## config.mk

```make
export PLATFORM = sky130hd
export DESIGN_NAME = fwp_protect
export DESIGN_NICKNAME = d
export VERILOG_FILES = /design/src/include/fwp_pkg.sv /design/src/hdl/fwp_protect.sv
export VERILOG_INCLUDE_DIRS = /design/src /design/src/include
export SDC_FILE = /design/constraint.sdc
export NUM_CORES = 1
export LEC_CHECK = 0
export BUFFER_PORTS_ARGS = -buffer_cell sky130_fd_sc_hd__buf_4
export CORE_AREA = 4 4 198 200
export CTS_CLUSTER_SIZE = 28
export DETAILED_ROUTE_END_ITERATION = 10
export DIE_AREA = 0 0 202 204
export MAX_ROUTING_LAYER = met4
export PLACE_DENSITY_LB_ADDON = 0.15
export SETUP_SLACK_MARGIN = 0.4
export SLEW_MARGIN = 20
export SYNTH_ARGS = -nofsm -noshare
export SYNTH_HDL_FRONTEND = slang
export SYNTH_SLANG_ARGS = --single-unit
```

## constraint.sdc

```tcl
create_clock -name CLK -period 7.6 [get_ports CLK]
set_input_delay 0 -clock CLK [delete_from_list [all_inputs] [get_ports CLK]]
set_output_delay 0 -clock CLK [all_outputs]
set_load 0.05 [all_outputs]
```

## src/include/fwp_cfg.svh

```systemverilog
// Purpose: offsets, field positions, reset values and opcodes of the protect block
// Assumes: byte addresses on a 32-bit classic Wishbone bus
// Notes: definitions only
`ifndef FWP_CFG_SVH
`define FWP_CFG_SVH

// register byte offsets
`define FWP_OFS_STAT1 8'h00
`define FWP_OFS_STAT2 8'h04
`define FWP_OFS_STAT3 8'h08
`define FWP_OFS_ADDR 8'h0C
`define FWP_OFS_CMD 8'h10
`define FWP_OFS_RESULT 8'h14
`define FWP_OFS_LOCKFLD 8'h18

// field positions
`define FWP_EXTENT_LSB 2
`define FWP_EXTENT_MSB 4
`define FWP_BOTTOM_BIT 5
`define FWP_GRAN_BIT 6
`define FWP_COMPL_BIT 6
`define FWP_SCHEME_BIT 2
`define FWP_RES_REJ_BIT 0
`define FWP_RES_GO_BIT 1
`define FWP_RES_LOCK_BIT 2

// reset values
`define FWP_EXTENT_RST 3'h0
`define FWP_BOTTOM_RST 1'h0
`define FWP_GRAN_RST 1'h0
`define FWP_COMPL_RST 1'h0
`define FWP_SCHEME_RST 1'h0
`define FWP_LOCKS_RST 46'h3FFF_FFFF_FFFF

// opcodes
`define FWP_OP_LOCK 8'h36
`define FWP_OP_UNLOCK 8'h39
`define FWP_OP_GLOCK 8'h7E
`define FWP_OP_GUNLOCK 8'h98
`define FWP_OP_RDLOCK_A 8'h3C
`define FWP_OP_RDLOCK_B 8'h3D
`define FWP_OP_PROG 8'h02
`define FWP_OP_E4K 8'h20
`define FWP_OP_E32K 8'h52
`define FWP_OP_E64K 8'hD8
`define FWP_OP_CHIP_A 8'h60
`define FWP_OP_CHIP_B 8'hC7

// lock field shift length
`define FWP_LOCKFLD_BITS 4'h8

`endif

```

## src/include/fwp_pkg.sv

```systemverilog
// Purpose: types of the flash write-protect block
// Assumes: nothing
// Notes: used by scoped name only
package fwp_pkg;

  typedef enum logic [2:0] {
    FWP_ARR_PROG = 3'h0,
    FWP_ARR_E4K = 3'h1,
    FWP_ARR_E32K = 3'h2,
    FWP_ARR_E64K = 3'h3,
    FWP_ARR_CHIP = 3'h4
  } fwp_arr_type;

  typedef enum logic [1:0] {
    FWP_SH_IDLE = 2'h1,
    FWP_SH_SHIFT = 2'h2
  } fwp_shift_type;

endpackage

```

## src/hdl/fwp_protect.sv

```systemverilog
// Purpose: write-protect decision and lock bits of a 1 MB serial flash array
// Assumes: commands arrive as register writes on classic Wishbone
// Notes: the serial command framing lives outside this block
//
// Behaviour
// - select bit clear: decide by range fields (complement, size, direction, extent)
// - select bit set: ignore range fields, use per-block lock bits
// - complement set inverts the range result
// - granularity picks 4 kB or 64 kB extent units
// - direction bit: range grows from zero or down from top
// - reject program or erase hitting the extent-protected region
// - 64 kB units: 1..4 give 64..512 kB, 5..7 all, 0 none
// - 4 kB units: 1..3 give 4..16 kB, 4..5 32 kB, 6..7 all
// - complement: 0 protects all, partials inverted, all becomes none
// - complement, 4 kB units: 32 kB erase checked on 32 kB-aligned range
// - complement, 4 kB units: 64 kB erase checked on 64 kB-aligned range
// - addresses outside the selected range stay open
// - lock command with address sets that block's lock bit
// - unlock command clears the addressed lock bit; host unlocks areas
// - all lock bits come up set
// - 46 lock bits: 4 kB in blocks 0 and 15, 64 kB otherwise
// - global lock sets and global unlock clears all bits at once
// - reset selects range scheme with nothing protected
// - lock read returns 8-bit field MSB first, LSB is the lock
//
// Design decisions made here: the register offsets and the Wishbone interface to the registers.
`timescale 1ns/100ps
`default_nettype none
`include "fwp_cfg.svh"

module fwp_protect (
  // clock and reset
  input wire logic CLK,
  input wire logic RST_N,
  // wishbone slave
  input wire logic WB_CYC_I,
  input wire logic WB_STB_I,
  input wire logic WB_WE_I,
  input wire logic [7:0] WB_ADR_I,
  input wire logic [3:0] WB_SEL_I,
  input wire logic [31:0] WB_DAT_I,
  output logic [31:0] WB_DAT_O,
  output logic WB_ACK_O,
  // array sequencer
  output logic ARRAY_START,
  output logic [2:0] ARRAY_KIND,
  output logic [23:0] ARRAY_ADDR,
  // lock field serial out
  output logic LOCK_SO,
  output logic LOCK_SO_VALID
);

  // lock bit number of a 4 kB unit
  function automatic logic [5:0] lock_index(input logic [7:0] unit);
    logic [5:0] idx;
    begin
      if (unit[7:4] == 4'h0) begin
        idx = {2'h0, unit[3:0]};
      end else if (unit[7:4] == 4'hF) begin
        idx = {2'h1, unit[3:0]};
      end else begin
        idx = 6'h1F + {2'h0, unit[7:4]};
      end
      return idx;
    end
  endfunction

  // any lock bit set over a span of 4 kB units
  function automatic logic span_locked(input logic [45:0] locks, input logic [7:0] lo,
                                       input logic [7:0] hi);
    logic hit;
    begin
      hit = 1'b0;
      for (int i = 0; i < 256; i++) begin
        if (8'(i) >= lo && 8'(i) <= hi && locks[lock_index(8'(i))]) begin
          hit = 1'b1;
        end
      end
      return hit;
    end
  endfunction

  // range scheme verdict for a span of 4 kB units
  function automatic logic range_reject(input logic [2:0] ext, input logic gran,
                                        input logic bot, input logic cmp,
                                        input logic shrink_ok,
                                        input logic [7:0] glo, input logic [7:0] ghi);
    logic [8:0] size;
    logic [8:0] lo;
    logic [8:0] hi;
    logic none;
    logic all;
    logic tmp;
    logic rej;
    begin
      none = (ext == 3'h0);
      if (!gran) begin
        all = (ext >= 3'h5);
        size = 9'h010 << 3'(ext - 3'h1);
      end else begin
        all = (ext >= 3'h6);
        size = (ext >= 3'h4) ? 9'h008 : (9'h001 << 3'(ext - 3'h1));
      end
      if (bot) begin
        lo = 9'h000;
        hi = 9'(size - 9'h001);
      end else begin
        lo = 9'(9'h100 - size);
        hi = 9'h0FF;
      end
      if (cmp) begin
        tmp = none;
        none = all;
        all = tmp;
        if (bot) begin
          lo = 9'(hi + 9'h001);
          hi = 9'h0FF;
        end else begin
          hi = 9'(lo - 9'h001);
          lo = 9'h000;
        end
      end
      if (none) begin
        rej = 1'b0;
      end else if (all) begin
        rej = 1'b1;
      end else if (cmp && gran && shrink_ok) begin
        // only erase granules lying wholly inside count
        rej = ({1'b0, glo} >= lo) && ({1'b0, ghi} <= hi);
      end else begin
        rej = ({1'b0, glo} <= hi) && ({1'b0, ghi} >= lo);
      end
      return rej;
    end
  endfunction

  // byte-lane merge of a write
  function automatic logic [31:0] lane_merge(input logic [31:0] old, input logic [31:0] din,
                                             input logic [3:0] sel);
    logic [31:0] res;
    begin
      res = old;
      for (int b = 0; b < 4; b++) begin
        if (sel[b]) begin
          res[8*b +: 8] = din[8*b +: 8];
        end
      end
      return res;
    end
  endfunction

  // reset release through two flops
  logic rst_meta_reg;
  logic rst_sync_reg;
  always_ff @(posedge CLK or negedge RST_N) begin
    if (!RST_N) begin
      rst_meta_reg <= 1'b0;
      rst_sync_reg <= 1'b0;
    end else begin
      rst_meta_reg <= 1'b1;
      rst_sync_reg <= rst_meta_reg;
    end
  end
  logic rst_n;
  assign rst_n = rst_sync_reg;

  // state
  logic [2:0] extent_reg, extent_next;
  logic bottom_reg, bottom_next;
  logic gran_reg, gran_next;
  logic compl_reg, compl_next;
  logic scheme_reg, scheme_next;
  logic [23:0] addr_reg, addr_next;
  logic [7:0] lastop_reg, lastop_next;
  logic rej_reg, rej_next;
  logic go_reg, go_next;
  logic [7:0] lockfld_reg, lockfld_next;
  logic [45:0] locks_reg, locks_next;
  logic ack_reg, ack_next;
  logic [31:0] rdata_reg, rdata_next;
  logic start_reg, start_next;
  logic [2:0] kind_reg, kind_next;
  logic [23:0] aaddr_reg, aaddr_next;
  fwp_pkg::fwp_shift_type sh_reg, sh_next;
  logic [7:0] shift_reg, shift_next;
  logic [3:0] shcnt_reg, shcnt_next;

  // bus access completes on the ack edge
  logic acc;
  logic wr;
  logic [31:0] cur;
  logic [31:0] wv;
  logic [7:0] op;
  logic is_arr;
  fwp_pkg::fwp_arr_type kind;
  logic [7:0] glo;
  logic [7:0] ghi;
  logic verdict;

  always_comb begin
    acc = WB_CYC_I && WB_STB_I && !ack_reg;
    wr = acc && WB_WE_I;
    extent_next = extent_reg;
    bottom_next = bottom_reg;
    gran_next = gran_reg;
    compl_next = compl_reg;
    scheme_next = scheme_reg;
    addr_next = addr_reg;
    lastop_next = lastop_reg;
    rej_next = rej_reg;
    go_next = go_reg;
    lockfld_next = lockfld_reg;
    locks_next = locks_reg;
    ack_next = acc;
    rdata_next = rdata_reg;
    start_next = 1'b0;
    kind_next = kind_reg;
    aaddr_next = aaddr_reg;
    sh_next = sh_reg;
    shift_next = shift_reg;
    shcnt_next = shcnt_reg;
    is_arr = 1'b0;
    kind = fwp_pkg::FWP_ARR_PROG;
    glo = addr_reg[19:12];
    ghi = addr_reg[19:12];
    verdict = 1'b0;
    op = WB_DAT_I[7:0];

    // register read image
    cur = 32'h0000_0000;
    case (WB_ADR_I)
      `FWP_OFS_STAT1: begin
        cur[`FWP_EXTENT_MSB:`FWP_EXTENT_LSB] = extent_reg;
        cur[`FWP_BOTTOM_BIT] = bottom_reg;
        cur[`FWP_GRAN_BIT] = gran_reg;
      end
      `FWP_OFS_STAT2: cur[`FWP_COMPL_BIT] = compl_reg;
      `FWP_OFS_STAT3: cur[`FWP_SCHEME_BIT] = scheme_reg;
      `FWP_OFS_ADDR: cur[23:0] = addr_reg;
      `FWP_OFS_CMD: cur[7:0] = lastop_reg;
      `FWP_OFS_RESULT: begin
        cur[`FWP_RES_REJ_BIT] = rej_reg;
        cur[`FWP_RES_GO_BIT] = go_reg;
        cur[`FWP_RES_LOCK_BIT] = lockfld_reg[0];
      end
      `FWP_OFS_LOCKFLD: cur[7:0] = lockfld_reg;
      default: cur = 32'h0000_0000;
    endcase
    if (acc && !WB_WE_I) begin
      rdata_next = cur;
    end
    wv = lane_merge(cur, WB_DAT_I, WB_SEL_I);

    // serial lock field shifter
    case (sh_reg)
      fwp_pkg::FWP_SH_IDLE: sh_next = fwp_pkg::FWP_SH_IDLE;
      fwp_pkg::FWP_SH_SHIFT: begin
        shift_next = {shift_reg[6:0], 1'b0};
        shcnt_next = 4'(shcnt_reg - 4'h1);
        if (shcnt_reg == 4'h1) begin
          sh_next = fwp_pkg::FWP_SH_IDLE;
        end
      end
      default: sh_next = fwp_pkg::FWP_SH_IDLE;
    endcase

    if (wr) begin
      case (WB_ADR_I)
        `FWP_OFS_STAT1: begin
          extent_next = wv[`FWP_EXTENT_MSB:`FWP_EXTENT_LSB];
          bottom_next = wv[`FWP_BOTTOM_BIT];
          gran_next = wv[`FWP_GRAN_BIT];
        end
        `FWP_OFS_STAT2: compl_next = wv[`FWP_COMPL_BIT];
        `FWP_OFS_STAT3: scheme_next = wv[`FWP_SCHEME_BIT];
        `FWP_OFS_ADDR: addr_next = wv[23:0];
        `FWP_OFS_CMD: begin
          if (WB_SEL_I[0]) begin
            lastop_next = op;
            case (op)
              `FWP_OP_LOCK: locks_next[lock_index(addr_reg[19:12])] = 1'b1;
              `FWP_OP_UNLOCK: locks_next[lock_index(addr_reg[19:12])] = 1'b0;
              `FWP_OP_GLOCK: locks_next = {46{1'b1}};
              `FWP_OP_GUNLOCK: locks_next = {46{1'b0}};
              `FWP_OP_RDLOCK_A, `FWP_OP_RDLOCK_B: begin
                lockfld_next = {7'h00, locks_reg[lock_index(addr_reg[19:12])]};
                shift_next = {7'h00, locks_reg[lock_index(addr_reg[19:12])]};
                shcnt_next = `FWP_LOCKFLD_BITS;
                sh_next = fwp_pkg::FWP_SH_SHIFT;
              end
              `FWP_OP_PROG: begin
                is_arr = 1'b1;
                kind = fwp_pkg::FWP_ARR_PROG;
              end
              `FWP_OP_E4K: begin
                is_arr = 1'b1;
                kind = fwp_pkg::FWP_ARR_E4K;
              end
              `FWP_OP_E32K: begin
                is_arr = 1'b1;
                kind = fwp_pkg::FWP_ARR_E32K;
                glo = {addr_reg[19:15], 3'h0};
                ghi = {addr_reg[19:15], 3'h7};
              end
              `FWP_OP_E64K: begin
                is_arr = 1'b1;
                kind = fwp_pkg::FWP_ARR_E64K;
                glo = {addr_reg[19:16], 4'h0};
                ghi = {addr_reg[19:16], 4'hF};
              end
              `FWP_OP_CHIP_A, `FWP_OP_CHIP_B: begin
                is_arr = 1'b1;
                kind = fwp_pkg::FWP_ARR_CHIP;
                glo = 8'h00;
                ghi = 8'hFF;
              end
              default: is_arr = 1'b0;
            endcase
          end
        end
        default: is_arr = 1'b0;
      endcase
    end

    // scheme select decides which map applies
    if (scheme_reg) begin
      verdict = span_locked(locks_reg, glo, ghi);
    end else begin
      verdict = range_reject(extent_reg, gran_reg, bottom_reg, compl_reg,
                             (kind == fwp_pkg::FWP_ARR_E32K) ||
                             (kind == fwp_pkg::FWP_ARR_E64K), glo, ghi);
    end
    if (is_arr) begin
      rej_next = verdict;
      go_next = !verdict;
      if (!verdict) begin
        // a refused command never reaches the sequencer
        start_next = 1'b1;
        kind_next = kind;
        aaddr_next = addr_reg;
      end
    end
  end

  always_ff @(posedge CLK or negedge rst_n) begin
    if (!rst_n) begin
      extent_reg <= `FWP_EXTENT_RST;
      bottom_reg <= `FWP_BOTTOM_RST;
      gran_reg <= `FWP_GRAN_RST;
      compl_reg <= `FWP_COMPL_RST;
      scheme_reg <= `FWP_SCHEME_RST;
      addr_reg <= 24'h00_0000;
      lastop_reg <= 8'h00;
      rej_reg <= 1'b0;
      go_reg <= 1'b0;
      lockfld_reg <= 8'h00;
      locks_reg <= `FWP_LOCKS_RST;
      ack_reg <= 1'b0;
      rdata_reg <= 32'h0000_0000;
      start_reg <= 1'b0;
      kind_reg <= 3'h0;
      aaddr_reg <= 24'h00_0000;
      sh_reg <= fwp_pkg::FWP_SH_IDLE;
      shift_reg <= 8'h00;
      shcnt_reg <= 4'h0;
    end else begin
      extent_reg <= extent_next;
      bottom_reg <= bottom_next;
      gran_reg <= gran_next;
      compl_reg <= compl_next;
      scheme_reg <= scheme_next;
      addr_reg <= addr_next;
      lastop_reg <= lastop_next;
      rej_reg <= rej_next;
      go_reg <= go_next;
      lockfld_reg <= lockfld_next;
      locks_reg <= locks_next;
      ack_reg <= ack_next;
      rdata_reg <= rdata_next;
      start_reg <= start_next;
      kind_reg <= kind_next;
      aaddr_reg <= aaddr_next;
      sh_reg <= sh_next;
      shift_reg <= shift_next;
      shcnt_reg <= shcnt_next;
    end
  end

  assign WB_ACK_O = ack_reg;
  assign WB_DAT_O = rdata_reg;
  assign ARRAY_START = start_reg;
  assign ARRAY_KIND = kind_reg;
  assign ARRAY_ADDR = aaddr_reg;
  assign LOCK_SO = shift_reg[7];
  assign LOCK_SO_VALID = (sh_reg == fwp_pkg::FWP_SH_SHIFT);

endmodule

`default_nettype wire

```

==> metrics.txt, run 1 <==
boundary pin count=112; outcome=completed; number of placement rows=71; clock root buffer=clkbuf_16; Fmax achieved=0.170 GHz; total global routing overflow=0; total half-perimeter wirelength after legalization and detailed placement=47.0 mm; Worst VDD drop=0.155 mV; clock tree from TritonCTS=built; Least-Margin Pin Slew=1.23 ns; remaining design rule violation count=0; total power=1.93 mW; count of cell types in the netlist=89; class of the worst hold path=in -> reg; total negative slack for setup checks=0 ns; cell area after synthesis=0.0130 mm²; antenna violations before repair=1; Register-to-Register Setup Slack=1.71 ns; Avg Cell Area, Syn=7.60 µm²; global-route wire length before repair=95.7 mm; PwrDens=128 mW/mm²; CP endpoint kind=register; Fin Clk Skew=0.0111 ns; critical path start-end classification=reg -> reg; final hold violations=0; fin crit period=5.89 ns; share of flip-flops with an asynchronous set or reset after synthesis=100%; number of vias per cell=6.35; unrepaired setup endpoints after global routing=no; Worst-Skew Late Latency=0.46 ns; Pleak=6.31 nW; vias in the first global route=13900; initial cell density of the core=34.8%; number of nets in the layout=1858; post-cts repair resize count=0; MaxCap Viol Count=0; final cycle utilization of the critical path=77.5%; wire length after detailed routing=64.1 mm; global-route total usage across every layer=31.6%; required time of the critical path=7.94 ns; vertical die dimension=204 µm; number of synthesized register bits=157; portion of the post-synthesis area used by sequential elements=30.6%; Worst-path clk slew=0.07 ns; largest buffer count on any clock path=2; count of flip-flops with a built-in enable after synthesis=0; RD Place Congestion=1.05; count of antenna-violating nets left after detailed routing=0; worst hold slack=0.0303 ns; Final Max Slew Viols=0; TritonRoute pass-1 iters=6; Synth Warn #=0; violation count after the first detailed-routing iteration=2017; quantity of I/O buffers inserted on ports=94; max reg flops=46; arrival time of the worst setup path=6.23 ns; final standard cell count with taps included and fillers excluded=2296; maximum fanout encountered on the critical timing path=27; type of element launching the critical path=register; clock buffers created by TritonCTS=17; share of cells above drive strength 1=16.8%; via count of the routed design=14600; width of the chip=202 µm; detail-routed net length per standard cell=27.9 µm; Slew HR=17.7%; Finish-stage setup viols=0; most common flop cell mapped by yosys=dfrtp_1; clock sink count=157; number of placed instances, taps included=2234; area delta synth->final=16.1%; largest net degree at the start of global routing=66; placeable core region=0.0374 mm²; Post-Synthesis Cells=1713; Die Outline Area=0.0412 mm²; CTS H-Tree Depth=4
==> cell usage in the layout, fill, tap and decap left out, drive strengths merged, types with 45 or more instances in the layout <==
cell type	n
mux2	49
o21ai	219
buf	147
nand3	55
dfrtp	110
nor3	45
nor2	124
dfstp	47
a21oi	197
nand2	229
==> timing repair <==
action | CTS | global route
hold buffers | 29 | 0
setup buffers | 0 | 0
hold endpoints to repair | 36 | 0
==> layer usage <==
| layer | wire length [µm] | GRT usage [%] |
|---|---|---|
| met1 | 27600 | 42.4 |
| met2 | 28400 | 47.9 |
| met3 | 5480 | 5.98 |
| met4 | 2620 | 11.1 |
| met5 | 0 | - |
==> logic make-up after synthesis <==
kind of cell / share of synthesized area [%]
DFF: 30.6
xor gates and xnor gates: 1.08
and+or+nand+nor: 22.4
AOI/OAI and AO/OA: 30.1
adders and majority gates: 3.73
buffers and inverters: 6.06
muxes: 6.01
other: 0.0577
==> worst max-delay path, stage by stage, from the launching register on <==
cell,delay (ns)
dfrtp_1,0.40
and4b_1,0.48
and4_1,0.70
a22oi_1,0.14
buf_4,0.28
nand2_1,0.38
or3_1,0.34
nor2_1,0.09
o31ai_1,0.21
a21oi_1,0.12
o41ai_1,0.83
nand4_1,0.49
o41a_2,0.56
buf_4,0.28
mux2_1,0.39
==> where the power goes <==
part           total [mW]  switching [mW]  internal, mW
clock               0.934           0.408         0.526
sequential          0.846         0.00643         0.840
combinational       0.150           0.101        0.0490
==> cells in the mapped netlist, types with 14 or more instances <==
library cell / count / share of area (%)
nand2b_1: 17 / 0.82
nor3_1: 44 / 1.7
nand3_1: 54 / 2.1
inv_1: 36 / 1.0
o22ai_1: 25 / 1.2
a21oi_1: 197 / 7.6
a21o_1: 21 / 1.2
nand2_1: 228 / 6.6
mux2_2: 24 / 2.1
nor4_1: 15 / 0.72
nor2_1: 123 / 3.5
o211ai_1: 22 / 1.3
nand4_1: 34 / 1.6
dfrtp_1: 110 / 21
mux2_4: 18 / 2.1
o21ai_0: 215 / 8.3
o31ai_1: 21 / 1.2
dfstp_2: 47 / 9.5
clkbuf_1: 109 / 3.1
mux2i_1: 14 / 1.1
ha_1: 38 / 3.7
a31oi_1: 22 / 1.1
==> final cells by class <==
class | count | area, µm²
Antenna cell | 1 | 2.50
Clock buffer | 19 | 433
Clock inverter | 13 | 180
Fill cell | 3923 | 22300
Inverter | 38 | 143
Multi-Input combinational cell | 1381 | 8290
Sequential cell | 157 | 3990
Tap cell | 511 | 639
Timing Repair Buffer | 176 | 1430
==> final timing paths <==
kind / end / startpoint / depth (start not counted)
worst max-delay path: ARRAY_ADDR[10]$_DFFE_PN0P_ / WB_ACK_O$_DFF_PN0_ / 14
worst min-delay path: WB_DAT_O[2]$_DFFE_PN0P_ / WB_WE_I / 5
worst max register to register: ARRAY_ADDR[10]$_DFFE_PN0P_ / WB_ACK_O$_DFF_PN0_ / 14
worst min register to register: WB_DAT_O[20]$_DFFE_PN0P_ / rst_n$_DFF_PN0_ / 0
max in group asynchronous: sh_reg[1]$_DFF_PN0_ / rst_n$_DFF_PN0_ / 1
min in group asynchronous: WB_DAT_O[20]$_DFFE_PN0P_ / rst_n$_DFF_PN0_ / 0
==> through the flow <==
| stage | setup slack (ns) | utilization (%) | area, µm² |
|---|---|---|---|
| finish | 1.71 | 40.4 | 15100 |
| global route | 1.37 | 40.4 | 15100 |
| CTS | 1.81 | 40.4 | 15100 |
| detailed placement | 1.84 | 38.0 | 14200 |
| global placement | 1.87 | 37.8 | 14200 |
| floorplan | 2.65 | - | 13000 |
No activity file was read; power rests on OpenSTA's default activity.
==> run 2, diff against run 1 <==
==> constraint.sdc (replaced) <==
create_clock -name CLK -period 5.65 [get_ports CLK]
set_input_delay 0 -clock CLK [delete_from_list [all_inputs] [get_ports CLK]]
set_output_delay 0 -clock CLK [all_outputs]
set_load 0.05 [all_outputs]
==> run 2 against run 1 <==
Effect of this change:
- worst hold slack worse by 0.011 ns
- critical path depth up 4
- core utilization up 1.5 points
- register-to-register slack worse by 1.1 ns
- combinational power up 36%
- non-clock buffer count up 74
- count of clock-buffer cells in the layout unchanged
- final cell count up 3.2%
==> metrics.txt, run 2 (synthesis gave the netlist of run 1 again) <==
critical path's most frequent cell=buf_4; endpoint of the most critical register-to-register path=ARRAY_ADDR[10]$_DFFE_PN0P_; count of antenna-violating nets left after detailed routing=0; cell-by-cell trace of the critical path=dlygate4sd3_1, buf_4, or4_4, o22a_1, buf_4, a21oi_4, nor2_1, a31oi_1, o21ai_1, a41oi_1, nand4_1, o41ai_1, buf_4, nand4_1, buf_4, o41a_2, buf_12, mux2_1; Pleak=6.62 nW; total half-perimeter wirelength after legalization and detailed placement=49.2 mm; total global routing overflow=0; TritonRoute pass-1 iters=8; placeable core region=0.0374 mm²; Slew HR=23.8%; largest net degree at the start of global routing=91; Finish-stage setup viols=0; total placed instance area=0.0148 mm²; Fmax achieved=0.197 GHz; detail-routed net length per standard cell=27.7 µm; CP endpoint kind=register; top library cells by usage in the layout, fill and taps aside=228 x nand2_1, 217 x buf_4, 214 x o21ai_0; Fin Clk Skew=0.0196 ns; final core utilization=41.9%; number of buffers added for setup after CTS=0; post-layout instance area=0.0157 mm²; count of cells along the worst register-to-register path=16; wire length after detailed routing=65.6 mm; largest buffer count on any clock path=2; Least-Margin Pin Slew=1.13 ns; required time of the critical path=5.99 ns; Storage cell area=0.00399 mm²; # fillers=3840; Worst-path clk slew=0.07 ns; number of vias per cell=6.29; width of the chip=202 µm; global-route wire length before repair=97.3 mm; clock sink count=157; max reg flops=46; clock root buffer=clkbuf_16; Die Outline Area=0.0412 mm²; antenna violations before repair=1; worst hold slack=0.0198 ns; Worst VDD drop=0.221 mV; final cycle utilization of the critical path=90.0%; launching point of the worst reg2reg path=WB_ACK_O$_DFF_PN0_; final hold violations=0; number of nets in the layout=1932; Final Max Slew Viols=0; max incr delay on CP=0.55 ns; clock buffers created by TritonCTS=17; type of element launching the critical path=input pin; total negative slack for setup checks=0 ns; RD Place Congestion=1.09; remaining design rule violation count=0; Worst-Skew Late Latency=0.47 ns; boundary pin count=112; PwrDens=158 mW/mm²; total power=2.47 mW; global-route total usage across every layer=32.1%; arrival time of the worst setup path=5.43 ns; vias in the first global route=14400; critical path start-end classification=in -> reg; via count of the routed design=14900; violation count after the first detailed-routing iteration=1877; vertical die dimension=204 µm; area delta synth->final=20.3%; initial cell density of the core=34.8%; MaxCap Viol Count=0; CTS H-Tree Depth=4; most frequent standard cell in the layout excluding fill and tap cells=nand2_1; Worst path slowest cell=dlygate4sd3_1; Hold Crit Endpoint=compl_reg$_DFFE_PN0P_; unrepaired setup endpoints after global routing=no; Register-to-Register Setup Slack=0.65 ns; share of cells above drive strength 1=20.5%; worst hold path startpoint=WB_ADR_I[0]; outcome=completed; number of placement rows=71; clock tree from TritonCTS=built; hold-critical path depth=5; fin crit period=5.08 ns; class of the worst hold path=in -> reg; area taken by multi-input logic gates=0.00835 mm²; maximum fanout encountered on the critical timing path=27; quantity of I/O buffers inserted on ports=94
==> run 2: routing by layer <==
metal / vias to the layer above / track usage [%] / routed length, µm
li1: 6585 / - / -
met1: 7269 / 41.7 / 27200
met2: 831 / 49.1 / 29100
met3: 207 / 6.27 / 5890
met4: 0 / 13.8 / 3360
met5: - / - / 0
==> run 2: area by class of cell <==
| type | instances | area share (%) |
|---|---|---|
| Antenna cell | 1 | 0.0160 |
| Clock buffer | 19 | 2.83 |
| Clock inverter | 12 | 0.671 |
| Inverter | 38 | 0.910 |
| Multi-Input combinational cell | 1381 | 53.3 |
| Sequential cell | 157 | 25.5 |
| Tap cell | 511 | 4.08 |
| Timing Repair Buffer | 250 | 12.8 |
==> run 2: worst max-delay path by stage <==
| stage | from | endpoint | slack, ns | cells past startpoint |
|---|---|---|---|---|
| finish | WB_DAT_I[2] | ARRAY_ADDR[10]$_DFFE_PN0P_ | 0.57 | 18 |
| global route | extent_reg[2]$_DFFE_PN0P_ | ARRAY_ADDR[10]$_DFFE_PN0P_ | 0.41 | 19 |
| detailed placement | WB_DAT_I[0] | ARRAY_ADDR[14]$_DFFE_PN0P_ | 0.47 | 17 |
| CTS | WB_DAT_I[2] | ARRAY_ADDR[14]$_DFFE_PN0P_ | 0.41 | 18 |
| global placement | WB_DAT_I[0] | ARRAY_ADDR[14]$_DFFE_PN0P_ | 0.49 | 17 |
| floorplan | gran_reg$_DFFE_PN0P_ | ARRAY_ADDR[0]$_DFFE_PN0P_ | 0.70 | 25 |
==> run 2: worst max-delay path: cells and delay by family <==
kind                   cells  cell delay [ns]
AO/OA/AOI/OAI              7             2.33
buffers and inverters      6             1.61
AND/OR/NAND/NOR            4             1.06
multiplexers               1             0.36
==> run 2: report_power, final <==
part	internal, mW	total (mW)	switching [mW]
sequential	1.13	1.14	0.0131
clock	0.583	1.13	0.544
combinational	0.0715	0.204	0.132
==> run 2: stage by stage <==
step | worst slack, ns | std cells
global route | 0.407 | 2368
finish | 0.567 | 2369
CTS | 0.410 | 2367
global placement | 0.487 | 2306
detailed placement | 0.474 | 2307
floorplan | 0.702 | 1720
==> run 2: what timing repair did <==
item / CTS / global route
setup endpoints to repair: 0 / 27
hold buffers: 29 / 0
gates resized for setup: 0 / 9
hold endpoints to repair: 34 / 0
==> run 3, diff against run 2 <==
--- a/config.mk
+++ b/config.mk
@@ -6,11 +6,12 @@
 export SDC_FILE = /design/constraint.sdc
 export NUM_CORES = 1
 export LEC_CHECK = 0
-export BUFFER_PORTS_ARGS = -buffer_cell sky130_fd_sc_hd__buf_4
-export CORE_AREA = 4 4 198 200
+export ABC_AREA = 1
+export CORE_AREA = 4 4 212 214
 export CTS_CLUSTER_SIZE = 28
 export DETAILED_ROUTE_END_ITERATION = 10
-export DIE_AREA = 0 0 202 204
+export DIE_AREA = 0 0 216 218
+export DONT_BUFFER_PORTS = 1
 export MAX_ROUTING_LAYER = met4
 export PLACE_DENSITY_LB_ADDON = 0.15
 export SETUP_SLACK_MARGIN = 0.4
==> run 3 against run 2 <==
Effect of this change:
- critical path type is now reg -> reg
- clock skew is 0.0074 ns lower
- critical path depth is 5 higher
- clock power hardly changed
- core utilization is 2.2 points lower
- design area is 8.7% higher
==> metrics.txt, run 3 <==
outcome=completed; Fin Clk Skew=0.0122 ns; number of nets in the layout=2693; Synth Warn #=0; clock group share of total power=41.9%; quantity of I/O buffers inserted on ports=0; area delta synth->final=13.6%; count of flip-flops with a built-in enable after synthesis=0; clock sink count=157; share of flip-flops with an asynchronous set or reset after synthesis=100%; largest buffer count on any clock path=2; net switching share of the total power=30.6%; cell area after synthesis=0.0150 mm²; clock root buffer=clkbuf_16; number of placement rows=76; global-route wire length before repair=101 mm; Worst-Skew Late Latency=0.45 ns; main area contributors after synthesis=nand2_1 21%, dfrtp_1 18%, o21ai_0 8.5%; number of buffers added for setup after CTS=0; CP endpoint kind=register; max incr delay on CP=0.71 ns; boundary pin count=112; width of the chip=216 µm; vias in the first global route=16600; Fmax achieved=0.208 GHz; area share of the leading cell type in the synthesized netlist=21.2%; sequential share of power=42.6%; global-route total usage across every layer=28.2%; clock buffers created by TritonCTS=17; maximum fanout encountered on the critical timing path=27; RD Place Congestion=1.07; Finish-stage setup viols=0; clock tree from TritonCTS=built; cell-by-cell trace of the critical path=nor2_2, nand3_1, nor2_4, nand2_2, nand2_1, buf_4, nand2_1, nand2_1, buf_4, nand2_1, nand2_1, nand2_1, nand2_1, nor2_1, nand4_1, nand2_1, nand2_1, nor2_1, nand2_1, o21ai_4, buf_6, nand3_1, nand2_1; CTS H-Tree Depth=4; # fillers=4697; violation count after the first detailed-routing iteration=2060; critical path start-end classification=reg -> reg; MaxCap Viol Count=0; unrepaired setup endpoints after global routing=yes; final hold violations=0; class of the worst hold path=in -> reg; placeable core region=0.0429 mm²; final cycle utilization of the critical path=85.3%; most common cell in the synthesized netlist=nand2_1; wire length after detailed routing=65.7 mm; critical path buffer and inverter count=3; count of antenna-violating nets left after detailed routing=0; largest net degree at the start of global routing=66; Worst VDD drop=0.203 mV; Slew HR=27.2%; portion of the post-synthesis area used by sequential elements=26.6%; detail-routed net length per standard cell=20.5 µm; Gate power share=15.5%; Die Outline Area=0.0471 mm²; fin crit period=4.82 ns; number of vias per cell=5.54; via count of the routed design=17800; final core utilization=39.7%; most frequent standard cell in the layout excluding fill and tap cells=nand2_1; required time of the critical path=6.04 ns; Least-Margin Pin Slew=1.09 ns; critical path's most frequent cell=nand2_1; total half-perimeter wirelength after legalization and detailed placement=47.7 mm; internal power component=1.91 mW; vertical die dimension=218 µm; Post-Synthesis Cells=2558; TritonRoute pass-1 iters=6; max reg flops=46; total negative slack for setup checks=0 ns; ranking of synthesized cells by instance count=847 x nand2_1, 322 x nor2_1, 254 x o21ai_0; initial cell density of the core=35.0%; Pleak=8.33 nW; antenna violations before repair=2; number of synthesized register bits=157; arrival time of the worst setup path=5.20 ns; remaining design rule violation count=0; PwrDens=161 mW/mm²; Avg Cell Area, Syn=5.86 µm²; top library cells by usage in the layout, fill and taps aside=847 x nand2_1, 318 x nor2_1, 254 x o21ai_0; Final Max Slew Viols=0; most common flop cell mapped by yosys=dfrtp_1; crit-path leading delay family=simple AND/OR/NAND/NOR gates; share of cells above drive strength 1=8.71%; net switching component of the power=839 µW; cell taking the most area after synthesis=nand2_1; Worst path slowest cell=dfrtp_1; Worst-path clk slew=0.07 ns; total global routing overflow=0; type of element launching the critical path=register; count of cell types in the netlist=59
==> run 3: cell count changes in the layout (fill, tap and decap cells not counted), moves of 21 or more <==
cell	change
a21o_1	-21
dlygate4sd3_1	+43
buf_4	-149
mux2_2	-24
inv_1	+168
nor2_1	+198
o21ai_0	+40
nand2_1	+619
a21oi_1	-34
nand3_1	+137
==> run 3: power by group through the flow <==
| stage | sequential [mW] | combinational [mW] | clock (mW) |
|---|---|---|---|
| 2_1_floorplan | 1.19 | 0.247 | 0 |
| 3_3_place_gp | 1.19 | 0.379 | 0 |
| 3_5_place_dp | 1.19 | 0.381 | 0 |
| 4_1_cts | 1.17 | 0.417 | 1.17 |
| 5_1_grt | 1.17 | 0.461 | 1.23 |
| 6_report | 1.17 | 0.426 | 1.15 |
==> run 3: worst paths after layout <==
path / to / slack (ns) / depth (start not counted) / start
max in group asynchronous: addr_reg[18]$_DFFE_PN0P_ / 3.99 / 1 / rst_n$_DFF_PN0_
max reg2reg: ARRAY_ADDR[2]$_DFFE_PN0P_ / 0.83 / 23 / WB_ACK_O$_DFF_PN0_
min reg2reg: rst_n$_DFF_PN0_ / 0.36 / 0 / rst_meta_reg$_DFF_PN0_
min: lastop_reg[7]$_DFFE_PN0P_ / 0.009 / 3 / WB_WE_I
min in group asynchronous: rst_n$_DFF_PN0_ / 0.31 / 2 / RST_N
max: ARRAY_ADDR[2]$_DFFE_PN0P_ / 0.83 / 23 / WB_ACK_O$_DFF_PN0_
==> run 3: logic make-up after synthesis <==
logic type      synth area share, %
simple gates                   40.3
flops                          26.6
fa+ha+maj                      3.17
other cells                  0.0501
buf+inv                        10.1
compound gates                 19.4
mux                          0.0668
xor+xnor                      0.351
==> run 3: timing repair <==
item	CTS	global route
resized for setup	0	4
hold endpoints to repair	73	0
setup endpoints to repair	0	30
hold buffers	72	0
==> run 3: through the flow <==
step	total power [mW]	cells	hold WS [ns]	setup slack, ns	instance area, µm²
finish	2.74	3206	0.00893	0.833	17000
global route	2.86	3206	0.0373	0.384	17000
CTS	2.76	3203	0.00564	0.778	17000
detailed placement	1.57	3099	-0.296	0.804	15700
global placement	1.57	3099	-0.296	0.865	15700
floorplan	1.43	2565	-0.296	1.03	15000
==> run 3: cell type report <==
type                    count  area [µm²]  area share (%)
clock inverters            13         134           0.786
multi-input cells        2050        9560            56.1
repair buffers            142        1260            7.41
flip-flops and latches    157        3990            23.4
inverters                 238         893            5.24
clock buffers              19         453            2.66
well taps                 585         732            4.30
diodes                      2        5.00          0.0294
==> run 3: metal layers <==
metal | vias to the layer above | part of all wire, % | track usage, %
li1 | 8444 | - | -
met2 | 855 | 44 | 42.6
met1 | 8281 | 43 | 37.0
met5 | - | 0 | -
met3 | 171 | 9.1 | 5.39
met4 | 0 | 4.6 | 12.1
==> run 3: worst reg2reg max path, stage by stage (launching register included) <==
cell     delay (ns)
dfrtp_1        0.71
nor2_2         0.14
nand3_1        0.16
nor2_4         0.10
nand2_2        0.34
nand2_1        0.09
buf_4          0.23
nand2_1        0.31
nand2_1        0.46
buf_4          0.34
nand2_1        0.06
nand2_1        0.05
nand2_1        0.07
nand2_1        0.05
nor2_1         0.10
nand4_1        0.36
nand2_1        0.17
nand2_1        0.06
nor2_1         0.10
nand2_1        0.11
o21ai_4        0.20
buf_6          0.27
nand3_1        0.17
nand2_1        0.10
